$ cat src/rtl/pfc_pkg.sv
package pfc_pkg;
  localparam int ADDR_W = 18;
  localparam int DATA_W = 8;
  localparam int CNT_W  = 8;

  typedef enum logic [2:0] {
    PFC_CMD_READ,
    PFC_CMD_PROGRAM,
    PFC_CMD_SECTOR_ERASE,
    PFC_CMD_CHIP_ERASE,
    PFC_CMD_ID_ENTRY,
    PFC_CMD_ID_EXIT_SHORT,
    PFC_CMD_ID_EXIT_LONG,
    PFC_CMD_HW_ID_READ
  } pfc_cmd_t;

  typedef struct packed {
    pfc_cmd_t                cmd;
    logic [ADDR_W-1:0]       addr;
    logic [DATA_W-1:0]       data;
  } pfc_req_t;

  typedef struct packed {
    logic [DATA_W-1:0]       data;
    logic                    timeout;
  } pfc_rsp_t;

  typedef struct packed {
    logic                    ce_n;
    logic                    oe_n;
    logic                    we_n;
    logic                    id_hv;
    logic [ADDR_W-1:0]       addr;
    logic [DATA_W-1:0]       dq_out;
    logic                    dq_oe;
  } pfc_pins_t;

  // Command words and unlock addresses
  localparam logic [ADDR_W-1:0] UNLOCK_ADDR_A = 18'h05555;
  localparam logic [ADDR_W-1:0] UNLOCK_ADDR_B = 18'h02aaa;
  localparam logic [DATA_W-1:0] UNLOCK_DATA_A = 8'haa;
  localparam logic [DATA_W-1:0] UNLOCK_DATA_B = 8'h55;
  localparam logic [DATA_W-1:0] CMD_BYTE_PROG = 8'ha0;
  localparam logic [DATA_W-1:0] CMD_BYTE_ERASE_SETUP = 8'h80;
  localparam logic [DATA_W-1:0] CMD_BYTE_SECTOR = 8'h30;
  localparam logic [DATA_W-1:0] CMD_BYTE_CHIP = 8'h10;
  localparam logic [DATA_W-1:0] CMD_BYTE_ID_ENTRY = 8'h90;
  localparam logic [DATA_W-1:0] CMD_BYTE_ID_EXIT = 8'hf0;
  localparam int SECTOR_LSB = 12;
  localparam int TOGGLE_BIT = 6;
  localparam int ID_SEL_BIT = 0;

  // Step indices of the last write in each sequence
  localparam logic [2:0] LAST_STEP_PROG  = 3'h3;
  localparam logic [2:0] LAST_STEP_ERASE = 3'h5;
  localparam logic [2:0] LAST_STEP_UNLK3 = 3'h2;
  localparam logic [2:0] LAST_STEP_ONE   = 3'h0;

  // Step indices of the two second-unlock writes and of the command write
  localparam logic [2:0] STEP_UNLOCK_B1  = 3'h1;
  localparam logic [2:0] STEP_UNLOCK_B2  = 3'h4;
  localparam logic [2:0] STEP_CMD        = 3'h2;

  // Bus timing
  localparam int CLK_PERIOD_NS = 4;
  localparam int T_SETUP_NS    = 10;
  localparam int T_WP_NS       = 40;
  localparam int T_ACC_NS      = 100;
  localparam int T_HOLD_NS     = 20;
  localparam int SYNC_DEPTH    = 3;
  localparam logic [CNT_W-1:0] SETUP_CYC = CNT_W'((T_SETUP_NS + CLK_PERIOD_NS - 1) / CLK_PERIOD_NS);
  localparam logic [CNT_W-1:0] WP_CYC    = CNT_W'((T_WP_NS + CLK_PERIOD_NS - 1) / CLK_PERIOD_NS);
  localparam logic [CNT_W-1:0] ACC_CYC   = CNT_W'((T_ACC_NS + CLK_PERIOD_NS - 1) / CLK_PERIOD_NS + SYNC_DEPTH);
  localparam logic [CNT_W-1:0] HOLD_CYC  = CNT_W'((T_HOLD_NS + CLK_PERIOD_NS - 1) / CLK_PERIOD_NS);
  localparam logic [CNT_W-1:0] CNT_ONE   = 8'h01;

  localparam pfc_pins_t PINS_IDLE = '{ce_n: 1'b1, oe_n: 1'b1, we_n: 1'b1, id_hv: 1'b0,
                                      addr: '0, dq_out: '0, dq_oe: 1'b0};
endpackage

$ cat src/rtl/pfc_bus_cycle.sv
`timescale 1ns/100ps
module pfc_bus_cycle (
  // Clock and reset
  input  wire logic                       clk,
  input  wire logic                       reset_n,
  // Cycle request
  input  wire logic                       start,
  input  wire logic                       is_write,
  input  wire logic                       hv,
  input  wire logic [pfc_pkg::ADDR_W-1:0] addr,
  input  wire logic [pfc_pkg::DATA_W-1:0] wdata,
  // Cycle answer
  output logic                            done,
  output logic [pfc_pkg::DATA_W-1:0]      rdata,
  // Flash pins
  output pfc_pkg::pfc_pins_t              pins,
  input  wire logic [pfc_pkg::DATA_W-1:0] data_lines
);
  import pfc_pkg::*;

  typedef enum logic [1:0] {BC_IDLE, BC_SETUP, BC_STROBE, BC_HOLD} pfc_bc_state_t;

  typedef struct packed {
    pfc_bc_state_t     st;
    logic              wr;
    logic [CNT_W-1:0]  cnt;
    logic [DATA_W-1:0] s1;
    logic [DATA_W-1:0] s2;
    logic [DATA_W-1:0] s3;
    logic              done;
    logic [DATA_W-1:0] rdata;
    pfc_pins_t         pins;
  } pfc_bc_t;

  localparam pfc_bc_t BC_RESET = '{st: BC_IDLE, wr: 1'b0, cnt: '0, s1: '0, s2: '0, s3: '0,
                                   done: 1'b0, rdata: '0, pins: PINS_IDLE};

  pfc_bc_t bc_reg;
  pfc_bc_t bc_next;

  always_comb begin
    bc_next      = bc_reg;
    bc_next.done = 1'b0;
    bc_next.s1   = data_lines;
    bc_next.s2   = bc_reg.s1;
    bc_next.s3   = bc_reg.s2;
    unique case (bc_reg.st)
      BC_IDLE: begin
        if (start) begin
          // Address, select and write data settle before any strobe edge
          bc_next.pins.addr   = addr;
          bc_next.pins.ce_n   = 1'b0;
          bc_next.pins.oe_n   = 1'b1;
          bc_next.pins.we_n   = 1'b1;
          bc_next.pins.id_hv  = hv;
          bc_next.pins.dq_out = wdata;
          bc_next.pins.dq_oe  = is_write;
          bc_next.wr          = is_write;
          bc_next.cnt         = SETUP_CYC;
          bc_next.st          = BC_SETUP;
        end
      end
      BC_SETUP: begin
        if (bc_reg.cnt > CNT_ONE) begin
          bc_next.cnt = bc_reg.cnt - CNT_ONE;
        end else if (bc_reg.wr) begin
          bc_next.pins.we_n = 1'b0;
          bc_next.cnt       = WP_CYC;
          bc_next.st        = BC_STROBE;
        end else begin
          bc_next.pins.oe_n = 1'b0;
          bc_next.cnt       = ACC_CYC;
          bc_next.st        = BC_STROBE;
        end
      end
      BC_STROBE: begin
        if (bc_reg.cnt > CNT_ONE) begin
          bc_next.cnt = bc_reg.cnt - CNT_ONE;
        end else if (bc_reg.wr) begin
          // Data keeps driving through the hold time after the rising strobe
          bc_next.pins.we_n = 1'b1;
          bc_next.cnt       = HOLD_CYC;
          bc_next.st        = BC_HOLD;
        end else if (bc_reg.s2 == bc_reg.s3) begin
          // Sample only once the synchronised byte is steady
          bc_next.rdata     = bc_reg.s3;
          bc_next.pins.oe_n = 1'b1;
          bc_next.cnt       = HOLD_CYC;
          bc_next.st        = BC_HOLD;
        end
      end
      BC_HOLD: begin
        if (bc_reg.cnt > CNT_ONE) begin
          bc_next.cnt = bc_reg.cnt - CNT_ONE;
        end else begin
          bc_next.pins.ce_n  = 1'b1;
          bc_next.pins.dq_oe = 1'b0;
          bc_next.pins.id_hv = 1'b0;
          bc_next.done       = 1'b1;
          bc_next.st         = BC_IDLE;
        end
      end
    endcase
  end

  always_ff @(posedge clk or negedge reset_n) begin
    if (!reset_n) begin
      bc_reg <= BC_RESET;
    end else begin
      bc_reg <= bc_next;
    end
  end

  assign done  = bc_reg.done;
  assign rdata = bc_reg.rdata;
  assign pins  = bc_reg.pins;
endmodule

$ cat src/rtl/pfc_host.sv
`timescale 1ns/100ps
module pfc_host #(
  parameter int POLL_LIMIT = 1000000
) (
  // Clock and reset
  input  wire logic                       clk,
  input  wire logic                       reset_n,
  // Command port
  input  wire logic                       req_valid,
  input  pfc_pkg::pfc_req_t               req,
  output logic                            req_ready,
  output logic                            rsp_valid,
  output pfc_pkg::pfc_rsp_t               rsp,
  output logic                            busy,
  // Flash pins
  output pfc_pkg::pfc_pins_t              pins,
  input  wire logic [pfc_pkg::DATA_W-1:0] data_lines
);
  import pfc_pkg::*;

  generate
    if (POLL_LIMIT < 2) begin : g_bad_limit
      $error("POLL_LIMIT must allow at least two polling reads");
    end
  endgenerate

  typedef enum logic [2:0] {SQ_IDLE, SQ_ISSUE, SQ_WAIT, SQ_POLL, SQ_POLL_WAIT} pfc_sq_state_t;

  typedef struct packed {
    pfc_sq_state_t     st;
    pfc_req_t          op;
    logic [2:0]        step;
    logic [2:0]        last;
    logic              have_prev;
    logic              prev_tog;
    logic [31:0]       polls;
    logic              bc_start;
    logic              bc_write;
    logic              bc_hv;
    logic [ADDR_W-1:0] bc_addr;
    logic [DATA_W-1:0] bc_data;
    logic              req_ready;
    logic              rsp_valid;
    pfc_rsp_t          rsp;
    logic              busy;
  } pfc_sq_t;

  localparam pfc_sq_t SQ_RESET = '{st: SQ_IDLE, op: '0, step: '0, last: '0, have_prev: 1'b0,
                                   prev_tog: 1'b0, polls: '0, bc_start: 1'b0, bc_write: 1'b0,
                                   bc_hv: 1'b0, bc_addr: '0, bc_data: '0, req_ready: 1'b0,
                                   rsp_valid: 1'b0, rsp: '0, busy: 1'b0};
  localparam logic [31:0] POLL_MAX = 32'(POLL_LIMIT);

  pfc_sq_t           sq_reg;
  pfc_sq_t           sq_next;
  logic              bc_done;
  logic [DATA_W-1:0] bc_rdata;

  // ----------------------------------------------------------------
  // Sequence tables
  // ----------------------------------------------------------------
  function automatic logic [ADDR_W-1:0] step_addr(input pfc_req_t op, input logic [2:0] idx);
    logic [ADDR_W-1:0] a;
    a = UNLOCK_ADDR_A;
    if (idx == STEP_UNLOCK_B1 || idx == STEP_UNLOCK_B2) begin
      a = UNLOCK_ADDR_B;
    end else if (op.cmd == PFC_CMD_PROGRAM && idx == LAST_STEP_PROG) begin
      a = op.addr;
    end else if (op.cmd == PFC_CMD_SECTOR_ERASE && idx == LAST_STEP_ERASE) begin
      a = {op.addr[ADDR_W-1:SECTOR_LSB], {SECTOR_LSB{1'b0}}};
    end else if (op.cmd == PFC_CMD_ID_EXIT_SHORT) begin
      a = op.addr;
    end
    return a;
  endfunction

  function automatic logic [DATA_W-1:0] step_data(input pfc_req_t op, input logic [2:0] idx);
    logic [DATA_W-1:0] d;
    d = UNLOCK_DATA_A;
    if (idx == STEP_UNLOCK_B1 || idx == STEP_UNLOCK_B2) begin
      d = UNLOCK_DATA_B;
    end else if (idx == STEP_CMD || op.cmd == PFC_CMD_ID_EXIT_SHORT) begin
      unique case (op.cmd)
        PFC_CMD_PROGRAM:       d = CMD_BYTE_PROG;
        PFC_CMD_SECTOR_ERASE,
        PFC_CMD_CHIP_ERASE:    d = CMD_BYTE_ERASE_SETUP;
        PFC_CMD_ID_ENTRY:      d = CMD_BYTE_ID_ENTRY;
        PFC_CMD_ID_EXIT_SHORT,
        PFC_CMD_ID_EXIT_LONG:  d = CMD_BYTE_ID_EXIT;
        default:               d = UNLOCK_DATA_A;
      endcase
    end else if (idx == LAST_STEP_PROG && op.cmd == PFC_CMD_PROGRAM) begin
      d = op.data;
    end else if (idx == LAST_STEP_ERASE) begin
      d = (op.cmd == PFC_CMD_CHIP_ERASE) ? CMD_BYTE_CHIP : CMD_BYTE_SECTOR;
    end
    return d;
  endfunction

  function automatic logic [2:0] last_step(input pfc_cmd_t cmd);
    logic [2:0] l;
    unique case (cmd)
      PFC_CMD_PROGRAM:                         l = LAST_STEP_PROG;
      PFC_CMD_SECTOR_ERASE, PFC_CMD_CHIP_ERASE: l = LAST_STEP_ERASE;
      PFC_CMD_ID_ENTRY, PFC_CMD_ID_EXIT_LONG:  l = LAST_STEP_UNLK3;
      default:                                 l = LAST_STEP_ONE;
    endcase
    return l;
  endfunction

  // ----------------------------------------------------------------
  // Sequencer
  // ----------------------------------------------------------------
  always_comb begin
    sq_next           = sq_reg;
    sq_next.bc_start  = 1'b0;
    sq_next.rsp_valid = 1'b0;
    unique case (sq_reg.st)
      SQ_IDLE: begin
        sq_next.req_ready = 1'b1;
        sq_next.busy      = 1'b0;
        if (req_valid && sq_reg.req_ready) begin
          sq_next.op        = req;
          sq_next.step      = '0;
          sq_next.last      = last_step(req.cmd);
          sq_next.req_ready = 1'b0;
          sq_next.busy      = 1'b1;
          sq_next.st        = SQ_ISSUE;
        end
      end
      SQ_ISSUE: begin
        sq_next.bc_start = 1'b1;
        sq_next.st       = SQ_WAIT;
        if (sq_reg.op.cmd == PFC_CMD_READ) begin
          sq_next.bc_write = 1'b0;
          sq_next.bc_hv    = 1'b0;
          sq_next.bc_addr  = sq_reg.op.addr;
        end else if (sq_reg.op.cmd == PFC_CMD_HW_ID_READ) begin
          sq_next.bc_write = 1'b0;
          sq_next.bc_hv    = 1'b1;
          sq_next.bc_addr  = ADDR_W'(sq_reg.op.addr[ID_SEL_BIT]);
        end else begin
          // Sequences always go out whole and in table order
          sq_next.bc_write = 1'b1;
          sq_next.bc_hv    = 1'b0;
          sq_next.bc_addr  = step_addr(sq_reg.op, sq_reg.step);
          sq_next.bc_data  = step_data(sq_reg.op, sq_reg.step);
        end
      end
      SQ_WAIT: begin
        if (bc_done) begin
          if (!sq_reg.bc_write) begin
            sq_next.rsp_valid = 1'b1;
            sq_next.rsp       = '{data: bc_rdata, timeout: 1'b0};
            sq_next.st        = SQ_IDLE;
          end else if (sq_reg.step != sq_reg.last) begin
            sq_next.step = sq_reg.step + 3'h1;
            sq_next.st   = SQ_ISSUE;
          end else if (sq_reg.op.cmd inside {PFC_CMD_PROGRAM, PFC_CMD_SECTOR_ERASE, PFC_CMD_CHIP_ERASE}) begin
            // Stay busy and poll; no exit command can slip in meanwhile
            sq_next.have_prev = 1'b0;
            sq_next.polls     = '0;
            sq_next.bc_addr   = step_addr(sq_reg.op, sq_reg.last);
            sq_next.st        = SQ_POLL;
          end else begin
            // Identification entry or exit ends at once
            sq_next.rsp_valid = 1'b1;
            sq_next.rsp       = '{data: '0, timeout: 1'b0};
            sq_next.st        = SQ_IDLE;
          end
        end
      end
      SQ_POLL: begin
        sq_next.bc_start = 1'b1;
        sq_next.bc_write = 1'b0;
        sq_next.st       = SQ_POLL_WAIT;
      end
      SQ_POLL_WAIT: begin
        if (bc_done) begin
          sq_next.prev_tog  = bc_rdata[TOGGLE_BIT];
          sq_next.have_prev = 1'b1;
          sq_next.polls     = sq_reg.polls + 32'h1;
          if (sq_reg.have_prev && sq_reg.prev_tog == bc_rdata[TOGGLE_BIT]) begin
            sq_next.rsp_valid = 1'b1;
            sq_next.rsp       = '{data: bc_rdata, timeout: 1'b0};
            sq_next.st        = SQ_IDLE;
          end else if (sq_reg.polls + 32'h1 >= POLL_MAX) begin
            // Give up rather than hang on a dead part
            sq_next.rsp_valid = 1'b1;
            sq_next.rsp       = '{data: bc_rdata, timeout: 1'b1};
            sq_next.st        = SQ_IDLE;
          end else begin
            sq_next.st = SQ_POLL;
          end
        end
      end
    endcase
  end

  always_ff @(posedge clk or negedge reset_n) begin
    if (!reset_n) begin
      sq_reg <= SQ_RESET;
    end else begin
      sq_reg <= sq_next;
    end
  end

  pfc_bus_cycle u_bus (
    .clk           (clk),
    .reset_n       (reset_n),
    .start         (sq_reg.bc_start),
    .is_write      (sq_reg.bc_write),
    .hv            (sq_reg.bc_hv),
    .addr          (sq_reg.bc_addr),
    .wdata         (sq_reg.bc_data),
    .done          (bc_done),
    .rdata         (bc_rdata),
    .pins          (pins),
    .data_lines    (data_lines)
  );

  assign req_ready = sq_reg.req_ready;
  assign rsp_valid = sq_reg.rsp_valid;
  assign rsp       = sq_reg.rsp;
  assign busy      = sq_reg.busy;
endmodule

$ cat config.mk
export PLATFORM = sky130hd
export DESIGN_NAME = pfc_host
export DESIGN_NICKNAME = d
export VERILOG_FILES = /design/src/rtl/pfc_pkg.sv /design/src/rtl/pfc_bus_cycle.sv /design/src/rtl/pfc_host.sv
export SDC_FILE = /design/constraint.sdc
export NUM_CORES = 1
export LEC_CHECK = 0
export ABC_AREA = 1
export BUFFER_PORTS_ARGS = -buffer_cell sky130_fd_sc_hd__buf_2
export CAP_MARGIN = 30
export CORE_MARGIN = 4
export CORE_UTILIZATION = 52
export DETAILED_ROUTE_END_ITERATION = 12
export GPL_TIMING_DRIVEN = 0
export HOLD_SLACK_MARGIN = 0.12
export PLACE_DENSITY_LB_ADDON = 0.15
export SYNTH_ARGS = -nofsm -noshare
export SYNTH_HDL_FRONTEND = slang
export SYNTH_SLANG_ARGS = --single-unit
export TNS_END_PERCENT = 1
$ cat constraint.sdc
create_clock -name clk -period 3.2 [get_ports clk]
set_input_delay 0 -clock clk [delete_from_list [all_inputs] [get_ports clk]]
set_output_delay 0 -clock clk [all_outputs]
set_load 0.1 [all_outputs]
# [After elaboration in Yosys (flattened, before gate mapping)]
# Cells that the tools add are included.
[word_totals] ramBits=0 wordCells=220 output_inout_bits=43 latchBits=0 rom_bits=0 regBits=188 n_memories=0
[op_classes] addsub=3 mux=86 reduce_logical=38 n_bitwise=4 div_mod_pow=0 n_lt_le_gt_ge=2 multipliers=0 shift=0 eq_ne=53
[op_table] operator="$mux W18" count=11
[op_table] operator="$mux W32" count=4
[op_table] operator="$mux W8" count=9
[op_table] operator="$mux W10" count=7
[op_table] operator="$pmux W32 S2" count=1
[op_table] operator="$mux W20" count=2
[op_table] operator="$mux W38" count=1
[op_table] operator="$pmux W18 S2" count=1
[op_table] operator="$mux W34" count=1
[op_table] operator="$eq A3 B3 Y1 const B" count=11
[op_table] operator="$add A32 B1 Y32 const B" count=1
[op_table] operator="$ge A32 B20 Y1 const B" count=1
[op_table] operator="$pmux W8 S4" count=1
[op_table] operator="$mux W31" count=1
[op_table] operator="$pmux W7 S4" count=1
[op_table] operator="$eq A3 B2 Y1 const B" count=9
[op_table] operator="$mux W3" count=8
[op_table] operator="$ne A2 B2 Y1 const B" count=11
[op_table] operator="$pmux W10 S2" count=1
[op_table] operator="$mux W2" count=9
[op_table] operator="$reduce_and A6 Y1" count=3
[op_table] operator="$eq A3 B1 Y1 const B" count=5
[op_table] operator="$mux W1" count=15
[op_table] operator="$pmux W3 S5" count=1
[op_table] operator="34 further kinds" count=71

# [Depth between registers and ports, before layout]
[logic_depth] word_depth=10 ltp_mapped=18

# [By module]
# A second synthesis with hierarchy kept.
[hier_totals] cells_unflattened=1186 area_unflattened_um2=9718.1
[by_module_without_submodules] module="pfc_host" seq_area_each_um2=2827.7 n_inst=1 area_per_inst_um2=6213.5 cells_each=840
[by_module_without_submodules] module="pfc_bus_cycle" seq_area_each_um2=1880.6 n_inst=1 area_per_inst_um2=3504.6 cells_each=346

# [Least setup slack after synthesis]
# No wires, ideal clock.
[synth_path] path_kind="reg-to-reg" start="reg sq_reg, in the netlist req_ready" end="reg sq_reg[100] (netlist bit)" setup_time_ns=0.083 slack_ns=1.154 arrival_time_ns=1.963 synth_period_minus_slack_ns=2.046 required_ns=3.117 stages_incl_launch_ff=7 cell_sequence="dfrtp_1 -> nand2_1 -> nor2_1 -> clkbuf_1 -> clkbuf_1 -> nand2_1 -> o21ai_0"
[synth_between] elab_chain_len=2
[synth_lines] element="start, declared" line="pfc_host.sv:54" rtl="pfc_sq_t sq_reg;"
[synth_lines] element="start signal, assigned" line="pfc_host.sv:204" rtl="sq_reg <= sq_next;"
[synth_lines] element="$logic_and A1 B1 Y1" line="pfc_host.sv:122" rtl="if (req_valid && sq_reg.req_ready) begin"
[synth_lines] element="$reduce_and A2 Y1 (no line)"
# No other way between the ends.
# A chain may end at the register's enable or synchronous reset.

# [Final worst setup path]
[layout_path] start="reg sq_reg[111] (netlist bit)" end="reg sq_reg[76] (netlist bit)"
[layout_between] elab_chain_len=2
[layout_lines] element="$logic_not A3 Y1" line="pfc_host.sv:118" rtl="unique case (sq_reg.st)"
[layout_lines] element="$reduce_and A2 Y1 (no line)"
# No other way between the ends.

==> impl_metrics.csv <==
group,metric,value,unit
synthesis,synth-main-ff-cell,"dfrtp_1",
synthesis,synth_warnings,0,
global_routing,grt_max_degree,117,
worst_setup_path,crit_slowest_cell,"dlygate4sd3_1",
placed_design,place_inst,1479,
worst_setup_path,path_class,"flop to flop",
route,viasPerCell,5.06,
sta,rsz0062_at_grt,"false",
die,io_pins,83,
placed_design,routabilityCongestion,0.911,
sta,finClkSkew,0.00948,ns
route,avgRoutedWirePerCell,13.7,microns
die,rows,49,
synthesis,synth.area.top_cells,"dfrtp_1, nand2_1, o21ai_0",
worst_setup_path,cp.arrival,2.83,ns
synthesis,netlist_instances,1167,
worst_setup_path,cp_data_required_time,3.55,ns
placed_design,numPortBuffers,82,
global_routing,antenna_found_initial,0,
finish,multi_input_area,0.00378,sq mm
synthesis,synth_seq_cells,188,
route,ant_nets,0,
synthesis,async_flop_share,1.00,
sta,fmax,404,MHz
synthesis,syn_area_per_cell,8.09,sq um
cts,cts_made_buffers,17,
sta,relSlewSlack,0.436,
cts,cts_tree,"done",
cts,cts.sinks,188,
placed_design,placed_area,0.0102,sq mm
worst_setup_path,cpMostUsedCell,"nor2_1",
cts,clockBufferDepth,2,
synthesis,yosysSeqAreaShare,0.499,
worst_setup_path,cp-end-kind,"flop",
synthesis,synth_area,0.00944,sq mm
pwr,power_density,420,mW/mm^2
synthesis,yosysTopAreaCell,"dfrtp_1",
cts,post_cts.repair.setup_buffers,0,
die,core,0.0179,sq mm
cts,htreeDepth,4,
sta,period_share,0.774,
cts,cts-root-buf,"clkbuf_16",
synthesis,synth_edf_count,0,
global_routing,grt_usage,0.216,
route,drc,0,
global_routing,grt_pass1_vias,7528,
pwr,leakage,5.60,nW
sta,min_period,2.48,ns
global_routing,grt_pass1_wl,35.6,mm
finish,finalNonFillerCells,1551,
finish,syn_to_final_growth,18.6,%
synthesis,ys_types,44,
worst_setup_path,cp_max_fo,10,
cts,cts_resized,0,
finish,final_area,0.0112,sq mm
sta,finalHoldViolCount,0,
finish,drive_above_1_share,0.157,
finish,largest_reg_flops,101,
finish,final.fill_count,1568,
global_routing,grt_overflow,0,
synthesis,synth_top_area_share,0.490,
cts,clk_latency,0.43,ns
die,initial_utilization,0.527,
route,vias,7845,
worst_setup_path,crit_path_max_incr_delay,0.60,ns
worst_setup_path,cp_cell_sequence,"nor2_1 -> inv_1 -> nor2_1 -> inv_1 -> nor2_1 -> clkbuf_1 -> nand4_1 -> dlygate4sd3_1 -> o211ai_1",
finish,ff_latch_area,0.00471,sq mm
synthesis,syn-num-nets,1220,
route,drt-pass1-iter-count,7,
cts,cts-hold-fix-buffers,41,
sta,max_slew.worst_pin.slew,0.846,ns
pwr,vdd_drop_max,0.367,mV
synthesis,ys_top_cells_by_count,"nand2_1, dfrtp_1, inv_1, o21ai_0, nor2_1",
min_path,hold_path_class,"input port to flop",
synthesis,yosysMostFrequentCell,"nand2_1",
die,die_y,143,microns
cts,clkTransAtPathRegs,0.07,ns
job,maxCapViolations,0,
route,drt-initial-drc-count,473,
pwr,finalPower,4.71,mW
finish,diodes,0,
sta,setup_viol,0,
route,routed_wl,21.2,mm
worst_setup_path,worst_setup_path_start_kind,"flop",
finish,final_nets,1363,
die,dieArea,0.0204,sq mm
sta,drv_slew,0,
placed_design,post-dp-hpwl,15.5,mm
die,die_w,143,microns
status,status,"complete, no violations",
## power breakdown
part / total [mW] / internal (mW) / leakage (nW) / switching [mW]
sequential: 2.40 / 2.39 / 2.44 / 0.00727
combinational: 0.126 / 0.0598 / 2.86 / 0.0662
clock: 2.18 / 1.25 / 0.299 / 0.937
total: 4.71 / 3.70 / 5.60 / 1.01
## metal layers
metal	vias up	global-route usage	routed length (microns)
li1	4008	-	-
met1	3656	0.289	9720
met2	155	0.367	10500
met3	26	0.0382	753
met4	0	0.0555	265
met5	-	0	0
## layout by cell type (no fill, tap or decap), types with 2 or more instances in the layout
master         synthesis  final
a21oi_1               21     21
a22oi_1                4      4
a31oi_1               11     11
a32o_1                 3      3
buf_2                  5     86
buf_4                 40     40
bufinv_16              0      3
clkbuf_1              20     21
clkbuf_16              0     17
clkinv_1               2      2
clkinv_4               0      3
dfrtp_1              185    185
dfstp_2                3      3
dlygate4sd3_1          0     41
ha_1                  13     13
inv_1                138    138
inv_2                  4      4
inv_6                  0      5
mux2_2                10     10
nand2_1              290    290
nand2_2                9      9
nand3_1               54     54
nand3_2                2      2
nand4_1               13     13
nor2_1               123    123
nor2_2                 8      8
nor2_4                 5      5
nor3_1                10     10
nor4_1                 3      3
o211ai_1               4      4
o21ai_0              125    125
o22ai_1               22     22
o31ai_1                2      2
o32ai_1                2      2
or2_2                  6      6
xnor2_1                8      8
xor2_1                10     10
## cell type report
cell class	instances	share of cell area
inverter	144	0.0483
timing repair buffer	124	0.0767
buffer	67	0.0371
tap	229	0.0256
clock buffer	18	0.0383
multi-input combinational	768	0.337
sequential	188	0.420
clock inverter	13	0.0162
## per-stage QoR
step | hold slack (ns) | setup slack [ns] | TNS [ns] | util
after floorplan | -0.296 | 1.15 | 0 | -
after global placement | 0.107 | -0.975 | -176.83 | 0.566
after detailed placement | 0.110 | 0.839 | 0 | 0.568
after CTS | 0.192 | 0.798 | 0 | 0.625
after global routing | 0.185 | 0.510 | 0 | 0.625
final | 0.205 | 0.724 | 0 | 0.625
## logic make-up (layout without fill, tap and decap cells)
group | Yosys count | in the layout | synth area share
AO/OA/AOI/OAI | 200 | 200 | 0.117
XOR/XNOR | 18 | 18 | 0.0167
adder cells (fa/ha/maj) | 13 | 13 | 0.0172
buffers and inverters | 211 | 366 | 0.101
flip-flops | 188 | 188 | 0.499
multiplexers | 10 | 10 | 0.0119
AND/OR/NAND/NOR | 527 | 527 | 0.237
## path summary, 6_finish.rpt
kind,from,endpoint,slack (ns),depth (start not counted)
worst max register to register,sq_reg[111]$_DFFE_PN0P_,sq_reg[76]$_DFFE_PN0P_,0.72,9
worst max-delay path,sq_reg[111]$_DFFE_PN0P_,sq_reg[76]$_DFFE_PN0P_,0.72,9
min in group asynchronous,reset_n,sq_reg[65]$_DFFE_PN0P_,0.24,2
worst min-delay path,data_lines[2],u_bus.bc_next[50]$_DFF_PN0_,0.20,2
worst min register to register,u_bus.bc_next[48]$_DFF_PN0_,u_bus.bc_next[40]$_DFF_PN0_,0.35,0
max in group asynchronous,reset_n,u_bus.pins[30]$_DFFE_PN1P_,2.09,3
## worst max-delay path, delay by kind of cell, from the launching register on
family	cells	cell delay (ns)
buffers and inverters	4	1.16
AO/OA/AOI/OAI	1	0.09
AND/OR/NAND/NOR	4	0.75
flip-flops	1	0.39
No activity file was read; power rests on OpenSTA's default activity.
